===== config.mk =====
export PLATFORM = sky130hd
export DESIGN_NAME = nbr_sequencer
export DESIGN_NICKNAME = d
export VERILOG_FILES = /design/src/nbr_pkg.sv /design/src/nbr_sequencer.sv /design/src/nbr_nvm_store.sv
export VERILOG_INCLUDE_DIRS = /design/src
export SDC_FILE = /design/constraint.sdc
export NUM_CORES = 1
export LEC_CHECK = 0
export BUFFER_PORTS_ARGS = -buffer_cell sky130_fd_sc_hd__buf_2
export CORE_MARGIN = 8
export CORE_UTILIZATION = 60
export DETAILED_ROUTE_END_ITERATION = 8
export PLACE_DENSITY = 0.89
export SKIP_CTS_REPAIR_TIMING = 1
export SLEW_MARGIN = 20
export SYNTH_ARGS = -nofsm -noshare
export SYNTH_HDL_FRONTEND = slang
export SYNTH_SLANG_ARGS = --single-unit

===== constraint.sdc =====
create_clock -name i_mclk -period 3.56 [get_ports i_mclk]
set_input_delay 0.712 -clock i_mclk [delete_from_list [all_inputs] [get_ports i_mclk]]
set_output_delay 0.712 -clock i_mclk [all_outputs]
set_load 0.005 [all_outputs]

===== src/nbr_defs.svh =====
// constants of the nvm burn and reload sequencer
//
// Operation
// - indicator reads 3, 15, 63 by burns
// - code 0xC7 to burn register starts burn
// - ready reads 0x0F only when idle
// - ready readable at 0xFE on every page
// - reload bit 0 copies nvm into registers
// - any hard reset reloads newest nvm bank
// - indicator advances after burn and reload
// - eight label bytes are burned with image
// - 8-bit read-only indicator shows active bank
// - one factory bank, two user banks
// - full reset bit acts like reset pin
`ifndef NBR_DEFS_SVH
`define NBR_DEFS_SVH

// ==========================================================
// register addresses (page in upper byte)
`define NBR_ADDR_BANK      16'h00E2
`define NBR_ADDR_BURN      16'h00E3
`define NBR_ADDR_RELOAD    16'h00E4
`define NBR_ADDR_FULL_RST  16'h001E
`define NBR_ADDR_LBL_FIRST 16'h026B
`define NBR_ADDR_LBL_LAST  16'h0272
`define NBR_READY_OFFSET   8'hFE

// ==========================================================
// fields and codes
`define NBR_RELOAD_BIT     0
`define NBR_FULL_RST_BIT   1
`define NBR_BURN_KEY       8'hC7
`define NBR_READY_CODE     8'h0F
`define NBR_BUSY_CODE      8'h00
`define NBR_BANK_FACTORY   8'h03
`define NBR_BANK_ONE       8'h0F
`define NBR_BANK_TWO       8'h3F
`define NBR_USER_BANKS     2'h2
`define NBR_READ_ZERO      8'h00

`endif


===== src/nbr_pkg.sv =====
// types of the nvm burn and reload sequencer
package nbr_pkg;

   // ==========================================================
   // register access carried from the serial interface
   typedef struct packed {
      logic        wr;
      logic        rd;
      logic [15:0] addr;
      logic [7:0]  wdata;
   } nbr_reg_req_t;

   // ==========================================================
   // sequencer states
   typedef enum logic [1:0] {
      NBR_IDLE,
      NBR_BURN,
      NBR_PROG,
      NBR_LOAD
   } nbr_state_t;

endpackage


===== src/nbr_sequencer.sv =====
// nvm burn and reload sequencer with its register window
`timescale 1ns/1ps
`include "nbr_defs.svh"
module nbr_sequencer #(
   parameter int          LABEL_BYTES   = 8,
   parameter int          PROG_CYCLES   = 64,
   parameter logic [63:0] FACTORY_IMAGE = 64'h0000000000000000
) (
   input  wire logic                  i_mclk,
   input  wire logic                  i_rst_b,
   input  wire logic                  i_reset_pin_n,
   input  wire nbr_pkg::nbr_reg_req_t i_reg_req,
   output      logic [7:0]            o_reg_rdata,
   output      logic                  o_reg_rvalid,
   output      logic                  o_busy
);

   localparam int AW = $clog2(LABEL_BYTES);
   localparam int CW = $clog2(PROG_CYCLES + 1);

   // ==========================================================
   // state
   nbr_pkg::nbr_state_t state_q;
   nbr_pkg::nbr_state_t state_d;
   logic [AW-1:0]       idx_q;
   logic [AW-1:0]       idx_d;
   logic [CW-1:0]       prog_cnt_q;
   logic [CW-1:0]       prog_cnt_d;
   logic [1:0]          burned_q;
   logic [1:0]          burned_d;
   logic [1:0]          active_q;
   logic [1:0]          active_d;
   logic [7:0]          label_q [LABEL_BYTES];
   logic [7:0]          rdata_d;

   // ==========================================================
   // address decode
   wire        idle       = (state_q == nbr_pkg::NBR_IDLE);
   wire [15:0] lbl_off    = i_reg_req.addr - `NBR_ADDR_LBL_FIRST;
   wire        hit_lbl    = (i_reg_req.addr >= `NBR_ADDR_LBL_FIRST) && (i_reg_req.addr <= `NBR_ADDR_LBL_LAST);
   wire [AW-1:0] lbl_idx  = lbl_off[AW-1:0];
   wire        hit_ready  = (i_reg_req.addr[7:0] == `NBR_READY_OFFSET);
   wire        hit_bank   = (i_reg_req.addr == `NBR_ADDR_BANK);
   // writes other than the full reset are only honoured while idle; a host that
   // ignores the ready code could otherwise tear the image mid-copy
   wire        wr_ok      = i_reg_req.wr && idle;
   wire        burn_cmd   = wr_ok && (i_reg_req.addr == `NBR_ADDR_BURN)
                            && (i_reg_req.wdata == `NBR_BURN_KEY);
   wire        burn_go    = burn_cmd && (burned_q != `NBR_USER_BANKS);
   wire        reload_cmd = wr_ok && (i_reg_req.addr == `NBR_ADDR_RELOAD)
                            && i_reg_req.wdata[`NBR_RELOAD_BIT];
   wire        full_rst   = i_reg_req.wr && (i_reg_req.addr == `NBR_ADDR_FULL_RST)
                            && i_reg_req.wdata[`NBR_FULL_RST_BIT];
   // pin or full reset bit restart the load at any time
   wire        hard_rst   = !i_reset_pin_n || full_rst;
   wire        lbl_wr     = wr_ok && hit_lbl;
   wire        last_byte  = (idx_q == AW'(LABEL_BYTES - 1));

   // ==========================================================
   // bank store
   wire        nvm_wr_en = (state_q == nbr_pkg::NBR_BURN);
   wire [7:0]  nvm_rd_data;

   nbr_nvm_store #(
      .BYTES         (LABEL_BYTES),
      .AW            (AW),
      .FACTORY_IMAGE (FACTORY_IMAGE)
   ) u_store (
      .i_mclk    (i_mclk),
      .i_wr_en   (nvm_wr_en),
      .i_wr_bank (burned_q[0]),
      .i_wr_addr (idx_q),
      .i_wr_data (label_q[idx_q]),
      .i_rd_bank (burned_q),
      .i_rd_addr (idx_q),
      .o_rd_data (nvm_rd_data)
   );

   // ==========================================================
   // sequencer next state
   always_comb
   begin
      state_d    = state_q;
      idx_d      = idx_q;
      prog_cnt_d = prog_cnt_q;
      burned_d   = burned_q;
      active_d   = active_q;
      case (state_q)
         nbr_pkg::NBR_IDLE:
         begin
            idx_d = '0;
            if (burn_go)
            begin
               state_d = nbr_pkg::NBR_BURN;
            end
            else if (reload_cmd)
            begin
               state_d = nbr_pkg::NBR_LOAD;
            end
         end
         nbr_pkg::NBR_BURN:
         begin
            idx_d = idx_q + AW'(1);
            if (last_byte)
            begin
               state_d    = nbr_pkg::NBR_PROG;
               prog_cnt_d = CW'(PROG_CYCLES);
            end
         end
         nbr_pkg::NBR_PROG:
         begin
            // cell programming time before the bank is counted
            prog_cnt_d = prog_cnt_q - CW'(1);
            if (prog_cnt_q == CW'(1))
            begin
               state_d  = nbr_pkg::NBR_IDLE;
               burned_d = burned_q + 2'h1;
            end
         end
         nbr_pkg::NBR_LOAD:
         begin
            idx_d = idx_q + AW'(1);
            if (last_byte)
            begin
               state_d  = nbr_pkg::NBR_IDLE;
               active_d = burned_q;
            end
         end
         default:
         begin
            state_d = nbr_pkg::NBR_IDLE;
         end
      endcase
      if (hard_rst)
      begin
         // a hard reset during a burn abandons it; the bank is not counted unless the reset lands in the last programming cycle
         state_d = nbr_pkg::NBR_LOAD;
         idx_d   = '0;
      end
   end

   // ==========================================================
   // read data
   wire [7:0] ready_val = idle ? `NBR_READY_CODE : `NBR_BUSY_CODE;
   wire [7:0] bank_val  = (active_q == 2'h0) ? `NBR_BANK_FACTORY :
                          (active_q == 2'h1) ? `NBR_BANK_ONE : `NBR_BANK_TWO;

   always_comb
   begin
      if (hit_ready)
      begin
         rdata_d = ready_val;
      end
      else if (hit_bank)
      begin
         rdata_d = bank_val;
      end
      else if (hit_lbl)
      begin
         rdata_d = label_q[lbl_idx];
      end
      else
      begin
         rdata_d = `NBR_READ_ZERO;
      end
   end

   // ==========================================================
   // flops; power-on starts with a load from the factory bank
   always_ff @(posedge i_mclk or negedge i_rst_b)
   begin
      if (!i_rst_b)
      begin
         state_q    <= nbr_pkg::NBR_LOAD;
         idx_q      <= '0;
         prog_cnt_q <= '0;
         burned_q   <= 2'h0;
         active_q   <= 2'h0;
      end
      else
      begin
         state_q    <= state_d;
         idx_q      <= idx_d;
         prog_cnt_q <= prog_cnt_d;
         burned_q   <= burned_d;
         active_q   <= active_d;
      end
   end

   always_ff @(posedge i_mclk or negedge i_rst_b)
   begin
      if (!i_rst_b)
      begin
         o_reg_rdata  <= `NBR_READ_ZERO;
         o_reg_rvalid <= 1'b0;
         o_busy       <= 1'b1;
      end
      else
      begin
         o_reg_rdata  <= i_reg_req.rd ? rdata_d : `NBR_READ_ZERO;
         o_reg_rvalid <= i_reg_req.rd;
         o_busy       <= (state_d != nbr_pkg::NBR_IDLE);
      end
   end

   // ==========================================================
   // live label bytes
   genvar g;
   generate
      for (g = 0; g < LABEL_BYTES; g++)
      begin : g_label
         always_ff @(posedge i_mclk or negedge i_rst_b)
         begin
            if (!i_rst_b)
            begin
               label_q[g] <= `NBR_READ_ZERO;
            end
            else if ((state_q == nbr_pkg::NBR_LOAD) && (idx_q == AW'(g)))
            begin
               label_q[g] <= nvm_rd_data;
            end
            else if (lbl_wr && (lbl_idx == AW'(g)))
            begin
               label_q[g] <= i_reg_req.wdata;
            end
         end
      end
   endgenerate

endmodule // nbr_sequencer


===== src/nbr_nvm_store.sv =====
// nonvolatile bank store: one factory bank, two user banks
`timescale 1ns/1ps
module nbr_nvm_store #(
   parameter int          BYTES         = 8,
   parameter int          AW            = 3,
   parameter logic [63:0] FACTORY_IMAGE = 64'h0000000000000000
) (
   input  wire logic          i_mclk,
   input  wire logic          i_wr_en,
   input  wire logic          i_wr_bank,
   input  wire logic [AW-1:0] i_wr_addr,
   input  wire logic [7:0]    i_wr_data,
   input  wire logic [1:0]    i_rd_bank,
   input  wire logic [AW-1:0] i_rd_addr,
   output      logic [7:0]    o_rd_data
);

   // ==========================================================
   // user banks; no reset, the contents model stored cells
   logic [7:0] user_mem [2][BYTES];
   logic [7:0] factory_byte;

   // factory bank cannot be written, it is a constant image
   assign factory_byte = FACTORY_IMAGE[8*i_rd_addr +: 8];

   always_ff @(posedge i_mclk)
   begin
      if (i_wr_en)
      begin
         user_mem[i_wr_bank][i_wr_addr] <= i_wr_data;
      end
   end

   assign o_rd_data = (i_rd_bank == 2'h0) ? factory_byte : user_mem[i_rd_bank[1]][i_rd_addr];

endmodule // nbr_nvm_store


==> flow_summary.yaml <==
cts:
  clkTransAtPathRegs_ps: 60
  cts_buffers: 22
  cts_tree: "yes"
  cts.sinks: 218
  htree_num_levels: 1
  clockBufferDepth: 3
  clock_latency_ps: 510
  root_buffer: "clkbuf_16"
logic_synthesis:
  synthArstFlopShare_pct: 41.28
  synth_seq_area_share_pct: 56.75
  synth-seq-cells: 218
  yosys_warnings: 0
  synth_edf_count: 128
  ys.flop_type: "edfxtp_1"
  syn_area_per_cell_sq_um: 12.96
  syn-cell-area_sq_um: 10750
  yosys.cell_types.count: 65
  syn-num-nets: 873
  synthCells: 829
timing:
  fin_crit_sh_pct: 83.66
  clock-skew-final_ps: 10.29
  relSlewSlack_pct: 40.10
  clock.fmax_mhz: 335.8
  worst_pin_slew_ps: 893.1
  rsz0062_at_grt: "false"
  final_hold_viol_count: 0
  tns_ps: 0
  finalCriticalPeriod_ps: 2978
  setup_viol: 0
  drv_slew: 0
floorplan:
  core_area_sq_um: 17780
  fp.dieW_um: 149.8
  dieArea_sq_um: 22450
  pin_count: 39
  dieHeight_um: 149.8
  start_util_pct: 60.45
  fp-row-count: 49
outcome:
  status: "completed"
drt:
  viasPerCell: 6.683
  drt_iter0_markers: 873
  firstDrtPassIters: 5
  wl_per_cell_um: 24.65
  vias: 7411
  wl_um: 27340
  ant_nets: 0
  drc: 0
power:
  powerDensity_nw_per_um2: 563.9
  ir_drop_v: 0.0004535
  p_leak_nw: 4.990
layout:
  final_cell_mix: "mux2i_1 (155), edfxtp_1 (128), dfrtp_1 (86)"
  syn2layout_area_growth_pct: 10.80
  mostFrequentLayoutCell: "mux2i_1"
  stdcell_area_sq_um: 11910
  final_util_pct: 66.98
  diodes: 0
  nNetsFinal: 908
  layout-drive-gt1-share_pct: 17.27
critical_path:
  critPathSlowestCell: "dfrtp_4"
  slowest_delay_ps: 890
  crit_start: "burned_q[1]"
  critPathArrivalTime_ps: 3340
  required_ps: 3920
  r2r_start: "burned_q[1]"
  path_class: "register to register"
  crit_fanout: 42
  crit_path_start_kind: "register"
  cp-end-kind: "register"
  crit_chain: "mux2_2 -> o31ai_1 -> a311oi_1 -> o31ai_2 -> o211ai_1"
placed_design:
  numPortBuffers: 38
  gp_congestion: 0.9579
  dpl_cell_area_sq_um: 11190
  dp_hpwl_um: 17530
global_routing:
  antenna_found_initial: 0
  grt_max_degree: 63
  grt-ovfl-total: 0
  grt_pass1_vias: 7570
  grt.total_usage_pct: 24.78
  grt_pass1_wl_um: 42900
min_path:
  hp-class: "input port to async pin"
run:
  max_cap_violations: 0
[synth_stat cells (15+ instances only)]
| cell | number | area (sq um) |
|---|---|---|
| a21oi_1 | 41 | 205.2 |
| clkbuf_1 | 24 | 90.09 |
| dfrtp_1 | 87 | 2177 |
| edfxtp_1 | 128 | 3844 |
| ha_1 | 15 | 187.7 |
| inv_1 | 15 | 56.30 |
| mux2i_1 | 155 | 1551 |
| mux4_2 | 22 | 495.5 |
| nand2_1 | 49 | 183.9 |
| nor2_1 | 64 | 240.2 |
| o21ai_0 | 19 | 95.09 |
| o22ai_1 | 24 | 150.1 |
[through the flow]
step	total power, mW	instances	hold slack, ps	setup WS (ps)
after CTS	6.695	1109	325.6	592.2
final	6.715	1109	284.8	581.7
after floorplan	4.000	829	416.4	630.3
after detailed placement	4.390	1069	496.4	674.5
after global routing	6.972	1109	349.2	482.2
after global placement	4.327	1069	484.4	766.2
[final cells by class]
cell class	count	area (sq um)
Tap cell	229	286.5
Multi-Input combinational cell	543	4349
Fill cell	1243	5871
Inverter	17	63.81
Timing Repair Buffer	62	385.4
Sequential cell	218	6103
Clock inverter	13	120.1
Clock buffer	27	600.6
[power by group]
part	internal [mW]	switching, mW
combinational	0.490	0.633
sequential	3.02	0.250
clock	1.35	0.973
[sequential cells by signal, indices dropped and copies added (netlist names)]
register,flops
active_q,2
burned_q,2
idx_q,3
label_q,64
o_busy,1
o_reg_rdata,8
o_reg_rvalid,1
prog_cnt_q,7
state_q,2
u_store.user_mem,128
[critical path, delay by kind of cell, from the launching register on]
| kind | cells | cell delay, ps |
|---|---|---|
| AO/OA/AOI/OAI | 4 | 1500 |
| flip-flops | 1 | 890 |
| multiplexers | 1 | 420 |
[layer usage]
metal  part of all wire [%]  global-route usage, %  vias to the layer above
li1                       -                      -                     3231
met1                     36                  30.45                     3586
met2                     48                  40.25                      469
met3                     10                  5.413                      125
met4                    5.7                  13.59                        0
met5                      0                      0                        -
[worst paths after layout]
kind	end	slack [ps]	depth (start not counted)
setup / recovery	label_q[35]	580	5
hold / removal	label_q[12]	280	1
setup reg to reg	label_q[35]	580	5
hold reg to reg	burned_q[0]	510	1
max in group asynchronous	label_q[45]	2550	2
min in group i_mclk	o_reg_rvalid	350	1
[kinds of logic after synthesis]
group	synth area share (%)
AO/OA/AOI/OAI	8.068
flip-flops	56.75
buffers and inverters	2.782
AND/OR/NAND/NOR	10.15
adder cells (fa/ha/maj)	1.746
XOR/XNOR	0.4075
multiplexers	20.09
Power figures use the tool's default switching activity.
